### config.mk
export PLATFORM = sky130hd
export DESIGN_NAME = ims_i2c_port
export DESIGN_NICKNAME = d
export VERILOG_FILES = /design/src/ims_i2c_port.v /design/src/ims_sync.v
export VERILOG_INCLUDE_DIRS = /design/src
export SDC_FILE = /design/constraint.sdc
export NUM_CORES = 1
export LEC_CHECK = 0
export ABC_AREA = 1
export BUFFER_PORTS_ARGS = -buffer_cell sky130_fd_sc_hd__buf_2
export CAP_MARGIN = 15
export CORE_MARGIN = 4
export CORE_UTILIZATION = 60
export CTS_CLUSTER_DIAMETER = 60
export DETAILED_ROUTE_END_ITERATION = 6
export PLACE_DENSITY = 0.88
export RECOVER_POWER = 25
export SLEW_MARGIN = 25
export SYNTH_ARGS = -nofsm -noshare
export SYNTH_HDL_FRONTEND = slang
export SYNTH_SLANG_ARGS = --single-unit
### constraint.sdc
create_clock -name clk -period 4.5 [get_ports clk]
set_input_delay 0.675 -clock clk [delete_from_list [all_inputs] [get_ports clk]]
set_output_delay 0.675 -clock clk [all_outputs]
set_load 0.03 [all_outputs]
### src/ims_defs.vh
`ifndef IMS_DEFS_VH
`define IMS_DEFS_VH
`define IMS_DIV_W        8
`define IMS_DIV_HI_MSB   15
`define IMS_DIV_HI_LSB   8
`define IMS_DIV_LO_MSB   7
`define IMS_DIV_LO_LSB   0
`define IMS_DIV_EXTRA    8'h02
`define IMS_DIV_RESET    16'h3232
`define IMS_ADDR_RESET   8'h00
`define IMS_ST_IDLE      3'h0
`define IMS_ST_START     3'h1
`define IMS_ST_BIT       3'h2
`define IMS_ST_ACK       3'h3
`define IMS_ST_STOP      3'h4
`define IMS_ST_LOST      3'h5
`define IMS_BITS_MAX     4'h8
`endif

### src/ims_i2c_port.v
`timescale 1ns/1ps
`default_nettype none
// Function
// (RULE1) data and clock pins are open-drain, only ever pulled low
// (RULE2) two identical instances; master and slave raise separate interrupts
// (RULE3) slave answers to four programmed addresses, one per register
// (RULE4) software changes slave addresses only while bus is not busy
// (RULE5) master starts only on idle bus: start, address, direction bit
// (RULE6) data follows address only with arbitration kept and ack; stop ends
// (RULE7) master and slave run independently, may be active together
// (RULE8) slave wakes on every start; on mismatch idles until next start
// (RULE9) master losing arbitration can still be addressed as slave
// (RULE10) master makes serial clock, 100 kHz and 400 kHz supported
// (RULE11) rate = clk / ((2+high count)+(2+low count)); high count upper byte; code holds each bit's high phase 2 cycles more, until scl syncs high
// (RULE12) software loads CF for 100 kHz, 32 for 400 kHz, both counts
// (RULE13) first address byte compared, upper seven bits, against all four
// (RULE14) lowest bit of each address register ignored in comparison
// (RULE15) slave reports two-bit index of matched address register
// (RULE16) master with full receive buffer withholds ack, flags no-ack
// (RULE17) matched slave drives ack low on ninth clock of address byte
// (RULE18) on arbitration loss master releases both lines at once
`include "ims_defs.vh"
module ims_i2c_port (
  input  wire        clk,
  input  wire        nrst,
  input  wire [15:0] serial_rate_divider_reg,
  input  wire [31:0] slave_match_address_regs,
  input  wire        mst_go,
  input  wire [6:0]  mst_addr,
  input  wire        mst_read,
  input  wire        mst_tx_valid,
  input  wire [7:0]  mst_tx_data,
  output wire        mst_tx_ready,
  input  wire        mst_rx_full,
  input  wire        mst_last,
  output reg  [7:0]  mst_rx_data,
  output reg         mst_rx_valid,
  output reg         mst_busy,
  output reg         mst_lost,
  output reg         mst_nack,
  output reg         mst_irq,
  output reg         slv_active,
  output reg  [1:0]  slv_id,
  output reg  [7:0]  slv_rx_data,
  output reg         slv_rx_valid,
  output reg         slv_irq,
  output wire        bus_busy,
  input  wire        sda_i,
  output wire        sda_o,
  output wire        sda_oe,
  input  wire        scl_i,
  output wire        scl_o,
  output wire        scl_oe
);
  wire sda_s;
  wire scl_s;
  ims_sync u_sda (.clk(clk), .nrst(nrst), .d(sda_i), .q(sda_s));
  ims_sync u_scl (.clk(clk), .nrst(nrst), .d(scl_i), .q(scl_s));
  reg sda_p_q;
  reg scl_p_q;
  reg busy_q;
  wire start_ev = scl_s & scl_p_q & sda_p_q & ~sda_s;
  wire stop_ev  = scl_s & scl_p_q & ~sda_p_q & sda_s;
  wire scl_rise = scl_s & ~scl_p_q;
  wire scl_fall = ~scl_s & scl_p_q;
  assign bus_busy = busy_q;
  always @(posedge clk or negedge nrst) begin
    if (!nrst) begin
      sda_p_q <= 1'b1;
      scl_p_q <= 1'b1;
      busy_q  <= 1'b0;
    end else begin
      sda_p_q <= sda_s;
      scl_p_q <= scl_s;
      if (start_ev)
        busy_q <= 1'b1;
      else if (stop_ev)
        busy_q <= 1'b0;
    end
  end
  // master: independent of slave below (RULE7)
  wire [7:0] hi_cnt = serial_rate_divider_reg[`IMS_DIV_HI_MSB:`IMS_DIV_HI_LSB];
  wire [7:0] lo_cnt = serial_rate_divider_reg[`IMS_DIV_LO_MSB:`IMS_DIV_LO_LSB];
  reg  [2:0] m_st_q;
  reg  [8:0] m_cnt_q;
  reg        m_scl_q;
  reg        m_sda_q;
  reg  [3:0] m_bit_q;
  reg  [7:0] m_sh_q;
  reg        m_addr_ph_q;
  reg        m_rd_q;
  wire [8:0] hi_len = {1'b0, hi_cnt} + {1'b0, `IMS_DIV_EXTRA}; // RULE11
  wire [8:0] lo_len = {1'b0, lo_cnt} + {1'b0, `IMS_DIV_EXTRA}; // RULE11
  wire       m_drv = (m_st_q != `IMS_ST_IDLE) && (m_st_q != `IMS_ST_LOST);
  wire       m_ph_end = (m_cnt_q == 9'h001);
  // data moves two cycles into the low phase, never on an scl edge
  wire       m_lo_first = ~m_scl_q & (m_cnt_q == lo_len - 9'h001);
  // stretched clock holds the count while another device keeps scl low
  wire       m_hold = m_scl_q & ~scl_s;
  // lost when we release sda but line reads low at scl high
  wire       m_lose = m_drv & m_sda_q & ~sda_s & scl_s & m_scl_q &
                      (m_st_q == `IMS_ST_BIT) & ~(m_rd_q & ~m_addr_ph_q);
  assign mst_tx_ready = (m_st_q == `IMS_ST_ACK) & m_ph_end & m_scl_q &
                        ~m_rd_q;
  always @(posedge clk or negedge nrst) begin
    if (!nrst) begin
      m_st_q <= `IMS_ST_IDLE;
      m_cnt_q <= 9'h000;
      m_scl_q <= 1'b1;
      m_sda_q <= 1'b1;
      m_bit_q <= 4'h0;
      m_sh_q <= 8'h00;
      m_addr_ph_q <= 1'b0;
      m_rd_q <= 1'b0;
      mst_rx_data <= 8'h00;
      mst_rx_valid <= 1'b0;
      mst_busy <= 1'b0;
      mst_lost <= 1'b0;
      mst_nack <= 1'b0;
      mst_irq <= 1'b0;
    end else begin
      mst_rx_valid <= 1'b0;
      mst_irq <= 1'b0;
      if (!m_hold && m_cnt_q != 9'h000)
        m_cnt_q <= m_cnt_q - 9'h001;
      if (m_lose) begin
        m_st_q <= `IMS_ST_LOST; // RULE18
        m_scl_q <= 1'b1;
        m_sda_q <= 1'b1;
        mst_lost <= 1'b1;
        mst_irq <= 1'b1; // RULE2
      end else begin
        case (m_st_q)
          `IMS_ST_IDLE: begin
            mst_busy <= 1'b0;
            if (mst_go && !busy_q) begin // RULE5
              m_st_q <= `IMS_ST_START;
              m_sda_q <= 1'b0;
              m_cnt_q <= hi_len;
              m_sh_q <= {mst_addr, mst_read}; // RULE5
              m_rd_q <= mst_read;
              m_addr_ph_q <= 1'b1;
              mst_busy <= 1'b1;
              mst_nack <= 1'b0;
              mst_lost <= 1'b0;
            end
          end
          `IMS_ST_START: if (m_ph_end) begin
            m_scl_q <= 1'b0;
            m_cnt_q <= lo_len;
            m_bit_q <= 4'h0;
            m_st_q <= `IMS_ST_BIT;
          end
          `IMS_ST_BIT: if (m_ph_end) begin
            if (!m_scl_q) begin
              m_scl_q <= 1'b1;
              m_cnt_q <= hi_len; // RULE10
            end else begin
              m_sh_q <= {m_sh_q[6:0], sda_s};
              m_scl_q <= 1'b0;
              m_cnt_q <= lo_len;
              m_bit_q <= m_bit_q + 4'h1;
              if (m_bit_q == `IMS_BITS_MAX - 4'h1)
                m_st_q <= `IMS_ST_ACK;
            end
          end else if (m_lo_first) begin
            m_sda_q <= (m_rd_q & ~m_addr_ph_q) ? 1'b1 : m_sh_q[7];
          end
          `IMS_ST_ACK: if (m_ph_end) begin
            if (!m_scl_q) begin
              if (m_rd_q & ~m_addr_ph_q & mst_rx_full)
                mst_nack <= 1'b1; // RULE16
              if (m_rd_q & ~m_addr_ph_q & ~mst_rx_full) begin
                mst_rx_data <= m_sh_q;
                mst_rx_valid <= 1'b1;
              end
              m_scl_q <= 1'b1;
              m_cnt_q <= hi_len;
            end else begin
              m_scl_q <= 1'b0;
              m_cnt_q <= lo_len;
              m_bit_q <= 4'h0;
              m_addr_ph_q <= 1'b0;
              mst_irq <= 1'b1; // RULE2
              if ((~m_rd_q | m_addr_ph_q) & sda_s) begin
                mst_nack <= 1'b1;
                m_st_q <= `IMS_ST_STOP; // RULE6
              end else if (m_rd_q & ~m_addr_ph_q &
                           (mst_last | mst_rx_full)) begin
                m_st_q <= `IMS_ST_STOP;
              end else if (m_rd_q) begin
                m_st_q <= `IMS_ST_BIT; // RULE6
              end else if (mst_tx_valid) begin
                m_sh_q <= mst_tx_data;
                m_st_q <= `IMS_ST_BIT;
              end else begin
                m_st_q <= `IMS_ST_STOP; // RULE6
              end
            end
          end else if (m_lo_first) begin
            // receiving: ack unless buffer full or last byte (RULE16)
            m_sda_q <= (m_rd_q & ~m_addr_ph_q) ?
                       (mst_rx_full | mst_last) : 1'b1;
          end
          `IMS_ST_STOP: if (m_ph_end) begin
            if (!m_scl_q) begin
              m_scl_q <= 1'b1;
              m_cnt_q <= hi_len;
            end else begin
              m_sda_q <= 1'b1; // RULE6
              m_st_q <= `IMS_ST_IDLE;
            end
          end else if (m_lo_first) begin
            // one low phase only: sda drops while scl is low
            m_sda_q <= 1'b0;
          end
          `IMS_ST_LOST: if (!busy_q) begin
            m_st_q <= `IMS_ST_IDLE;
            mst_lost <= 1'b0;
          end
          default: m_st_q <= `IMS_ST_IDLE;
        endcase
      end
    end
  end
  // slave: sees every start, even one this master made (RULE9)
  reg  [3:0] s_bit_q;
  reg  [7:0] s_sh_q;
  reg        s_first_q;
  reg        s_ack_q;
  reg        s_drv_q;
  reg        s_awake_q;
  wire [3:0] hit;
  genvar g;
  generate
    for (g = 0; g < 4; g = g + 1) begin : g_cmp
      assign hit[g] = (slave_match_address_regs[8*g+7:8*g+1] ==
                       s_sh_q[7:1]); // RULE13 RULE14
    end
  endgenerate
  always @(posedge clk or negedge nrst) begin
    if (!nrst) begin
      s_bit_q <= 4'h0;
      s_sh_q <= `IMS_ADDR_RESET;
      s_first_q <= 1'b0;
      s_ack_q <= 1'b0;
      s_drv_q <= 1'b0;
      s_awake_q <= 1'b0;
      slv_active <= 1'b0;
      slv_id <= 2'b00;
      slv_rx_data <= 8'h00;
      slv_rx_valid <= 1'b0;
      slv_irq <= 1'b0;
    end else begin
      slv_rx_valid <= 1'b0;
      slv_irq <= 1'b0;
      if (start_ev) begin
        s_awake_q <= 1'b1; // RULE8
        s_first_q <= 1'b1;
        s_bit_q <= 4'h0;
        s_drv_q <= 1'b0;
        slv_active <= 1'b0;
      end else if (stop_ev) begin
        s_awake_q <= 1'b0;
        s_drv_q <= 1'b0;
        if (slv_active)
          slv_irq <= 1'b1;
        slv_active <= 1'b0;
      end else if (s_awake_q) begin
        if (scl_rise && s_bit_q != `IMS_BITS_MAX) begin
          s_sh_q <= {s_sh_q[6:0], sda_s};
          s_bit_q <= s_bit_q + 4'h1;
        end else if (scl_fall && s_bit_q == `IMS_BITS_MAX) begin
          if (s_ack_q) begin
            s_drv_q <= 1'b0;
            s_ack_q <= 1'b0;
            s_bit_q <= 4'h0;
          end else if (s_first_q) begin
            s_first_q <= 1'b0;
            if (|hit) begin
              s_drv_q <= 1'b1; // RULE17
              s_ack_q <= 1'b1;
              slv_active <= 1'b1;
              slv_irq <= 1'b1; // RULE2
              slv_id <= hit[0] ? 2'b00 : hit[1] ? 2'b01 :
                        hit[2] ? 2'b10 : 2'b11; // RULE15 RULE3
            end else begin
              s_awake_q <= 1'b0; // RULE8
            end
          end else if (slv_active) begin
            slv_rx_data <= s_sh_q;
            slv_rx_valid <= 1'b1;
            s_drv_q <= 1'b1;
            s_ack_q <= 1'b1;
          end
        end
      end
    end
  end
  // wired-AND: only ever pull low, release otherwise (RULE1)
  assign sda_o  = 1'b0;
  assign scl_o  = 1'b0;
  assign sda_oe = (m_drv & ~m_sda_q) | s_drv_q; // RULE1
  assign scl_oe = m_drv & ~m_scl_q; // RULE1
endmodule // ims_i2c_port
`default_nettype wire

### src/ims_sync.v
`timescale 1ns/1ps
`default_nettype none
// two flip-flop synchroniser for one pin level
module ims_sync (
  input  wire clk,
  input  wire nrst,
  input  wire d,
  output wire q
);
  reg s1_q;
  reg s2_q;
  always @(posedge clk or negedge nrst) begin
    if (!nrst) begin
      s1_q <= 1'b1;
      s2_q <= 1'b1;
    end else begin
      s1_q <= d;
      s2_q <= s1_q;
    end
  end
  assign q = s2_q;
endmodule // ims_sync
`default_nettype wire

==> reports/summary.txt, run 1 <==
Htree depth: 3
Area growth syn-to-layout: 14.7%
Leakage power: 3.00 nW
RSZ-0062 raised after global routing: no
GR peak layer: met2
Fill count: 647
CP endpoint kind: output port
Status: complete, no violations
Largest delay contributor family on the critical path: simple AND/OR/NAND/NOR gates
Initial antenna violation count: 0
Max stage delay on crit path: 0.49 ns
DP HPWL: 9.30 mm
Vias in the first global route: 4613
Final Cycle Share: 63.7%
Crit Path Max Fanout: 12
Slew Limit Fails: 0
Logic pwr share: 46.3%
Top cell by count, worst path: nand2_1
Placement Setup Slack: 2.02 ns
Chip width: 98.8 um
Effective utilization at floorplan: 62.7%
CTS tree: done
Slowest CP cell: dfrtp_1
Critical path class: reg2out
Post-Route Skew: 0.0115 ns
ANT cells: 0
Total congestion overflow: 0
Clock Sinks: 77
Core Area: 7890 um^2
Critical path, cell by cell: nor2_4 > nand2_1 > inv_1 > nand2_1 > nor3_1 > buf_2
Multi-input gate area: 2530 um^2
Worst slew margin: 37.6%
Clock Latency Late Sink: 0.35 ns
Clk network pwr share: 17.9%
Largest net degree at the start of global routing: 78
Tot GR Track Use: 25.3%
Worst-path clk slew: 0.08 ns
Psw: 1.39 mW
Seq/Total Area, Yosys: 39.2%
Most frequent cells in the layout: 163 x nand2_1, 96 x buf_2, 93 x inv_1, 69 x dfrtp_1, 63 x nor2_1
Remaining DRCs: 0
Root Buffer: clkbuf_8
Fin crit period: 2.87 ns
Via/cell ratio: 5.44
Setup TNS Final: 0 ns
Cell Area, Synth: 4950 um^2
DRT Pass-1 Iters: 5
Wire per inst: 13.8 um
Max-Cap Viols: 0
Via count of the routed design: 4739
Synthesized flop and latch total: 77
Yosys warns: 0
Final hold viol count: 0
Seq pwr share: 35.8%
Synthesized area per cell: 7.35 um^2
Die Y: 98.8 um
Unique cell type count in the Yosys netlist: 45
M1 GR Usage: 33.2%
Total Wirelength: 12.0 mm
Worst EP arrival: 2.19 ns
First-pass GRT wire length: 20.5 mm
Top Ports: 104
Buffers on Ports: 97
Proportion of layout cells with a drive suffix above 1: 20.2%
Area leader, netlist: dfrtp_1
GR Util met3: 4.10%
Initial drt markers: 262
GPL Wtd Cong: 0.978
Met2 Use GR: 42.4%
Clock buffer count from CTS: 9
Final setup fails: 0
Rows: 32
CP startpoint kind: flop
Max IR drop VDD: 0.420 mV
CP bufs+invs: 2
FMAX: 0.349 GHz
Pint: 1.65 mW
Yosys top cell area share: 34.9%
Full die area: 9760 um^2
Final Worst Setup Slack: 1.63 ns
Hold buffers post-CTS: 0
Hold crit path type: in2async
Worst slew pin tran: 0.935 ns
Reg area: 1940 um^2
CTS max path bufs: 2
Sw frac: 45.7%
Req. time, crit path: 3.83 ns
Cells after synthesis: 673
Post-CTS Setup Bufs: 0
Commonest non-fill, non-tap cell in the layout: nand2_1
Final net count: 844
Post-cts resize count: 0
Pwr/cell area: 535 nW/um^2
Top area cells in the synthesized netlist: dfrtp_1 35%, nand2_1 12%, inv_1 7.1%
Final antenna-violating net count: 0
-- metal layers --
layer  part of all wire (%)  up-vias  routed length, um
li1                       -     2354                  -
met1                     43     2173               5160
met2                     47      181               5670
met3                    7.2       31                869
met4                    2.3        0                280
met5                      0        -                  0
-- Yosys cell counts, drive strengths merged --
library cell	number
nor4	1
conb	1
o221ai	1
nor3	17
o21bai	2
nand3	44
dfrtp	69
dfstp	8
o22ai	10
nand2	165
ha	8
xnor2	13
nand3b	2
o2111ai	1
inv	99
nor2	73
or2	4
o311ai	1
a21o	1
nand4	8
a21oi	30
a221oi	7
buf	17
a31oi	1
xor2	23
o211ai	4
clkbuf	1
and3	1
clkinv	1
o21ai	60
-- cell families (layout without fill, tap and decap cells) --
group / after synthesis / in the layout / share of synthesized area [%]
AND/OR/NAND/NOR: 315 / 315 / 28.8
XOR/XNOR: 36 / 36 / 6.37
adder cells (fa/ha/maj): 8 / 8 / 2.02
AO/OA/AOI/OAI: 118 / 118 / 13.8
buffers and inverters: 118 / 213 / 9.76
flip-flops: 77 / 77 / 39.2
other: 1 / 2 / 0.0758
-- stage by stage --
stage               hold slack, ns  util, %  cell area, um^2  total power [mW]  cells
finish                       0.335     71.9             5670              3.04    871
global route                 0.369     71.9             5670              3.30    871
CTS                          0.361     71.9             5670              3.03    871
detailed placement           0.348     69.3             5460              2.48    855
global placement             0.347     69.3             5460              2.42    855
floorplan                    0.345        -             4950              2.18    674
-- power groups by stage --
stage	Clock [mW]	Combinational [mW]	Sequential [mW]
floorplan	0	1.17	1.01
global placement	0	1.34	1.08
detailed placement	0	1.39	1.09
CTS	0.548	1.40	1.08
global route	0.582	1.61	1.11
finish	0.544	1.41	1.09
-- registers in the layout (all words and copies together), names as in the netlist, 2 cells and up --
name / cells
s_bit_q: 4
m_cnt_q: 9
mst_rx_data: 8
m_sh_q: 8
m_st_q: 3
slv_rx_data: 8
m_bit_q: 4
slv_id: 2
s_sh_q: 8
-- path summary, 6_finish.rpt --
check                      startpoint      endpoint  slack (ns)  cells past startpoint
max                         m_st_q[2]  mst_tx_ready        1.63                      6
min                              nrst      mst_lost        0.33                      1
max reg2reg                 m_st_q[2]    m_cnt_q[8]        2.00                      7
min reg2reg                u_sda.s1_q       u_sda.q        0.36                      0
max in group asynchronous        nrst     slv_id[1]        3.68                      1
min in group clk           u_sda.s1_q       u_sda.q        0.36                      0
-- final cells by class --
class	count	share of cell area, %
clock inverters	6	1.21
inverters	100	6.70
flip-flops and latches	77	34.1
repair buffers	97	8.67
clock buffers	10	2.43
multi-input cells	479	44.6
well taps	102	2.25
No activity file was read; power rests on OpenSTA's default activity.
==> run 2: changes to the inputs <==
--- a/config.mk
+++ b/config.mk
@@ -10,10 +10,10 @@
 export BUFFER_PORTS_ARGS = -buffer_cell sky130_fd_sc_hd__buf_2
 export CAP_MARGIN = 15
 export CORE_MARGIN = 4
-export CORE_UTILIZATION = 60
+export CORE_UTILIZATION = 56
 export CTS_CLUSTER_DIAMETER = 60
 export DETAILED_ROUTE_END_ITERATION = 6
-export PLACE_DENSITY = 0.88
+export PLACE_DENSITY = 0.83
 export RECOVER_POWER = 25
 export SLEW_MARGIN = 25
 export SYNTH_ARGS = -nofsm -noshare
==> constraint.sdc (replaced) <==
create_clock -name clk -period 2.9 [get_ports clk]
set_input_delay 0.435 -clock clk [delete_from_list [all_inputs] [get_ports clk]]
set_output_delay 0.435 -clock clk [all_outputs]
set_load 0.03 [all_outputs]
==> reports/summary.txt, run 2 (synthesis results as in run 1) <==
Status: finished with violations
Failing checks: capacitance limit, slew limit
Slew Limit Fails: 78
Largest Register: m_cnt_q
Max stage delay on crit path: 0.50 ns
Via/cell ratio: 5.31
Fin crit period: 2.61 ns
ANT cells: 0
Slowest CP cell: dfrtp_1
Final instance area: 5680 um^2
Final Util: 65.5%
CP endpoint kind: output port
Rows: 34
Stages on the worst setup path: 6
Crit path from: m_st_q[2]
Final setup fails: 0
Top cell by count, worst path: nand2_1
Most frequent cells in the layout: 163 x nand2_1, 96 x buf_2, 93 x inv_1, 69 x dfrtp_1, 63 x nor2_1
Largest net degree at the start of global routing: 78
Final hold viol count: 0
Crit Path Max Fanout: 12
Full die area: 10400 um^2
Htree depth: 3
Hold crit path type: in2reg
Worst Hold Depth: 1
Post-Route Skew: 0.0148 ns
Critical path class: reg2out
Critical path, cell by cell: nor2_4 > nand2_1 > inv_1 > nand2_1 > nor3_1 > buf_2
Worst-path clk slew: 0.08 ns
Final Cycle Share: 89.9%
Top Ports: 104
FF-to-FF path depth: 7
Max IR drop VDD: 0.562 mV
Total Wirelength: 12.4 mm
DP HPWL: 9.49 mm
Initial antenna violation count: 0
Root Buffer: clkbuf_8
Commonest non-fill, non-tap cell in the layout: nand2_1
Worst slew pin tran: 1.87 ns
Initial drt markers: 253
FMAX: 0.384 GHz
Req. time, crit path: 2.47 ns
Vias in the first global route: 4597
Tot Pwr: 4.74 mW
Max-Cap Viols: 1
Wire per inst: 14.1 um
GPL Wtd Cong: 0.946
Largest delay contributor family on the critical path: simple AND/OR/NAND/NOR gates
First-pass GRT wire length: 20.4 mm
Effective utilization at floorplan: 57.0%
Die Y: 102 um
Tot GR Track Use: 24.7%
Total congestion overflow: 0
Clock Latency Late Sink: 0.36 ns
Final net count: 846
Placed cell area: 5490 um^2
Pwr/cell area: 834 nW/um^2
RSZ-0062 raised after global routing: no
Leakage power: 3.00 nW
Worst EP arrival: 2.17 ns
Setup TNS Final: 0 ns
Core Area: 8680 um^2
Buffers on Ports: 97
Fill count: 781
CTS max path bufs: 2
CP bufs+invs: 2
Hold buffers post-CTS: 0
CP startpoint kind: flop
Chip width: 102 um
Reg2reg start: u_sda.q
Max reg flops: 9
Proportion of layout cells with a drive suffix above 1: 20.5%
Worst slew margin: -24.4%
Via count of the routed design: 4667
Area growth syn-to-layout: 14.9%
Clock buffer count from CTS: 9
Post-cts resize count: 0
DRT Pass-1 Iters: 4
Post-CTS Setup Bufs: 0
Clock Sinks: 77
Final antenna-violating net count: 0
Hold path start: sda_i
Remaining DRCs: 0
CTS tree: done
run 2: stage by stage:
stage	setup WS [ns]	cells	hold WS, ns
after floorplan	0.724	674	0.139
after global placement	0.686	863	0.348
after detailed placement	0.699	863	0.348
after CTS	0.298	879	0.153
after global routing	0.127	879	0.147
final	0.293	879	0.170
run 2: worst reg2reg max path, delay by kind of cell (launching register included):
| kind | cells | cell delay (ns) |
|---|---|---|
| compound gates | 2 | 0.85 |
| simple gates | 4 | 0.57 |
| buf+inv | 1 | 0.12 |
| flops | 1 | 0.58 |
run 2: per-layer routing:
layer | vias to the layer above | global-route usage [%] | share of wire [%]
met1 | 2172 | 31.3 | 43
li1 | 2348 | - | -
met5 | - | 0 | 0
met2 | 133 | 41.3 | 49
met4 | 0 | 10.9 | 1.2
met3 | 14 | 4.64 | 7.0
run 2: layout make-up:
cell class / count / area [um^2] / share of cell area (%)
repair buffers: 99 / 500 / 8.81
well taps: 108 / 135 / 2.38
flip-flops and latches: 77 / 1940 / 34.1
inverters: 100 / 380 / 6.69
clock buffers: 10 / 128 / 2.25
multi-input cells: 479 / 2530 / 44.5
clock inverters: 6 / 71.3 / 1.26
run 2: power by group:
part	internal (mW)	switching, mW	leakage, nW	total [mW]
combinational	0.792	1.43	1.93	2.22
sequential	1.36	0.323	0.979	1.68
clock	0.404	0.429	0.0931	0.832
run 2: path summary, 6_finish.rpt:
kind | to | slack [ns]
worst max-delay path | mst_tx_ready | 0.29
worst min-delay path | u_sda.s1_q | 0.17
worst max register to register | m_cnt_q[8] | 0.68
worst min register to register | u_scl.q | 0.36
max in group asynchronous | m_cnt_q[3] | 1.23
min in group asynchronous | s_sh_q[6] | 0.58
==> run 3: changes to the inputs <==
--- a/config.mk
+++ b/config.mk
@@ -7,7 +7,7 @@
 export NUM_CORES = 1
 export LEC_CHECK = 0
 export ABC_AREA = 1
-export BUFFER_PORTS_ARGS = -buffer_cell sky130_fd_sc_hd__buf_2
+export BUFFER_PORTS_ARGS = -buffer_cell sky130_fd_sc_hd__clkbuf_2
 export CAP_MARGIN = 15
 export CORE_MARGIN = 4
 export CORE_UTILIZATION = 56
==> reports/summary.txt, run 3 (synthesis results as in run 1) <==
Leakage power: 2.99 nW
Worst slew margin: -23.1%
Worst EP arrival: 2.26 ns
Via/cell ratio: 5.33
Post-CTS Setup Bufs: 0
Top Ports: 104
Final net count: 846
Effective utilization at floorplan: 57.0%
Crit path from: m_st_q[2]
DRT Pass-1 Iters: 5
Pwr/cell area: 824 nW/um^2
GPL Wtd Cong: 0.943
First-pass GRT wire length: 20.5 mm
Tot GR Track Use: 24.5%
Final Cycle Share: 92.8%
Vias in the first global route: 4568
Final antenna-violating net count: 0
Total congestion overflow: 0
Final setup fails: 0
DP HPWL: 9.34 mm
Max IR drop VDD: 0.518 mV
Rows: 34
Worst hold margin: 0.149 ns
Slew Limit Fails: 78
CP startpoint kind: flop
RSZ-0062 raised after global routing: no
Multi-input gate area: 2530 um^2
Buffers on Ports: 97
Most frequent cells in the layout: 163 x nand2_1, 97 x clkbuf_2, 93 x inv_1, 69 x dfrtp_1, 63 x nor2_1
Failing checks: capacitance limit, slew limit
Status: finished with violations
Hold buffers post-CTS: 0
Reg2reg start: u_sda.q
Root Buffer: clkbuf_8
Largest Register: m_cnt_q
Final instance area: 5660 um^2
CTS max path bufs: 2
Reg area: 1940 um^2
Chip width: 102 um
Proportion of layout cells with a drive suffix above 1: 20.5%
ANT cells: 0
Core Area: 8680 um^2
Total Wirelength: 12.1 mm
Worst slew pin tran: 1.85 ns
Final hold viol count: 0
Hold crit path type: in2reg
CP endpoint kind: output port
Fill count: 780
Final Util: 65.3%
Max-Cap Viols: 1
Clock Latency Late Sink: 0.36 ns
Area growth syn-to-layout: 14.5%
Largest net degree at the start of global routing: 78
Initial drt markers: 264
Crit Path Max Fanout: 12
Placed cell area: 5490 um^2
Die Y: 102 um
Post-Route Skew: 0.00820 ns
Post-cts resize count: 0
Setup TNS Final: 0 ns
Req. time, crit path: 2.47 ns
Post-Layout Cell Count: 879
Remaining DRCs: 0
Worst-path clk slew: 0.09 ns
Initial antenna violation count: 0
Htree depth: 3
Max reg flops: 9
Commonest non-fill, non-tap cell in the layout: nand2_1
Tot Pwr: 4.67 mW
Fin crit period: 2.69 ns
Full die area: 10400 um^2
Hold path start: sda_i
CTS tree: done
Critical path class: reg2out
Placement Setup Slack: 0.621 ns
FMAX: 0.372 GHz
Clock buffer count from CTS: 9
Clock Sinks: 77
Wire per inst: 13.7 um
Via count of the routed design: 4687
Final Worst Setup Slack: 0.208 ns
Placed Cells: 863
[run 3: power by group]
part	leakage, nW	total (mW)	switching (mW)	internal [mW]
Combinational	1.92	2.22	1.43	0.791
Clock	0.0881	0.756	0.434	0.322
Sequential	0.978	1.69	0.329	1.36
Total	2.99	4.67	2.19	2.47
[run 3: path summary, 6_finish.rpt]
| check | endpoint | slack (ns) | cells past startpoint |
|---|---|---|---|
| setup / recovery | mst_tx_ready | 0.21 | 6 |
| setup reg to reg | m_cnt_q[8] | 0.59 | 7 |
| min in group asynchronous | s_sh_q[6] | 0.57 | 1 |
| max in group asynchronous | m_sh_q[7] | 1.24 | 1 |
| hold reg to reg | u_scl.q | 0.36 | 0 |
| hold / removal | u_sda.s1_q | 0.15 | 1 |
[run 3: layout make-up]
cell class / count / share of cell area (%)
Clock inverter: 7 / 1.02
Sequential cell: 77 / 34.2
Tap cell: 108 / 2.39
Multi-Input combinational cell: 479 / 44.7
Inverter: 100 / 6.72
Timing Repair Buffer: 99 / 8.84
Clock buffer: 9 / 2.19
[run 3: per-layer routing]
layer | up-vias | track usage (%) | share of wire, %
met2 | 160 | 41.2 | 48
met5 | - | 0 | 0
met1 | 2163 | 32.2 | 44
met3 | 15 | 4.85 | 6.5
met4 | 0 | 7.37 | 1.6
li1 | 2349 | - | -
[run 3: worst max-delay path: stages, from the launching register on]
cell and delay, ns:
dfrtp_1 0.50, nor2_4 0.27, nand2_1 0.14, inv_1 0.32, nand2_1 0.20, nor3_1 0.21, clkbuf_2 0.26
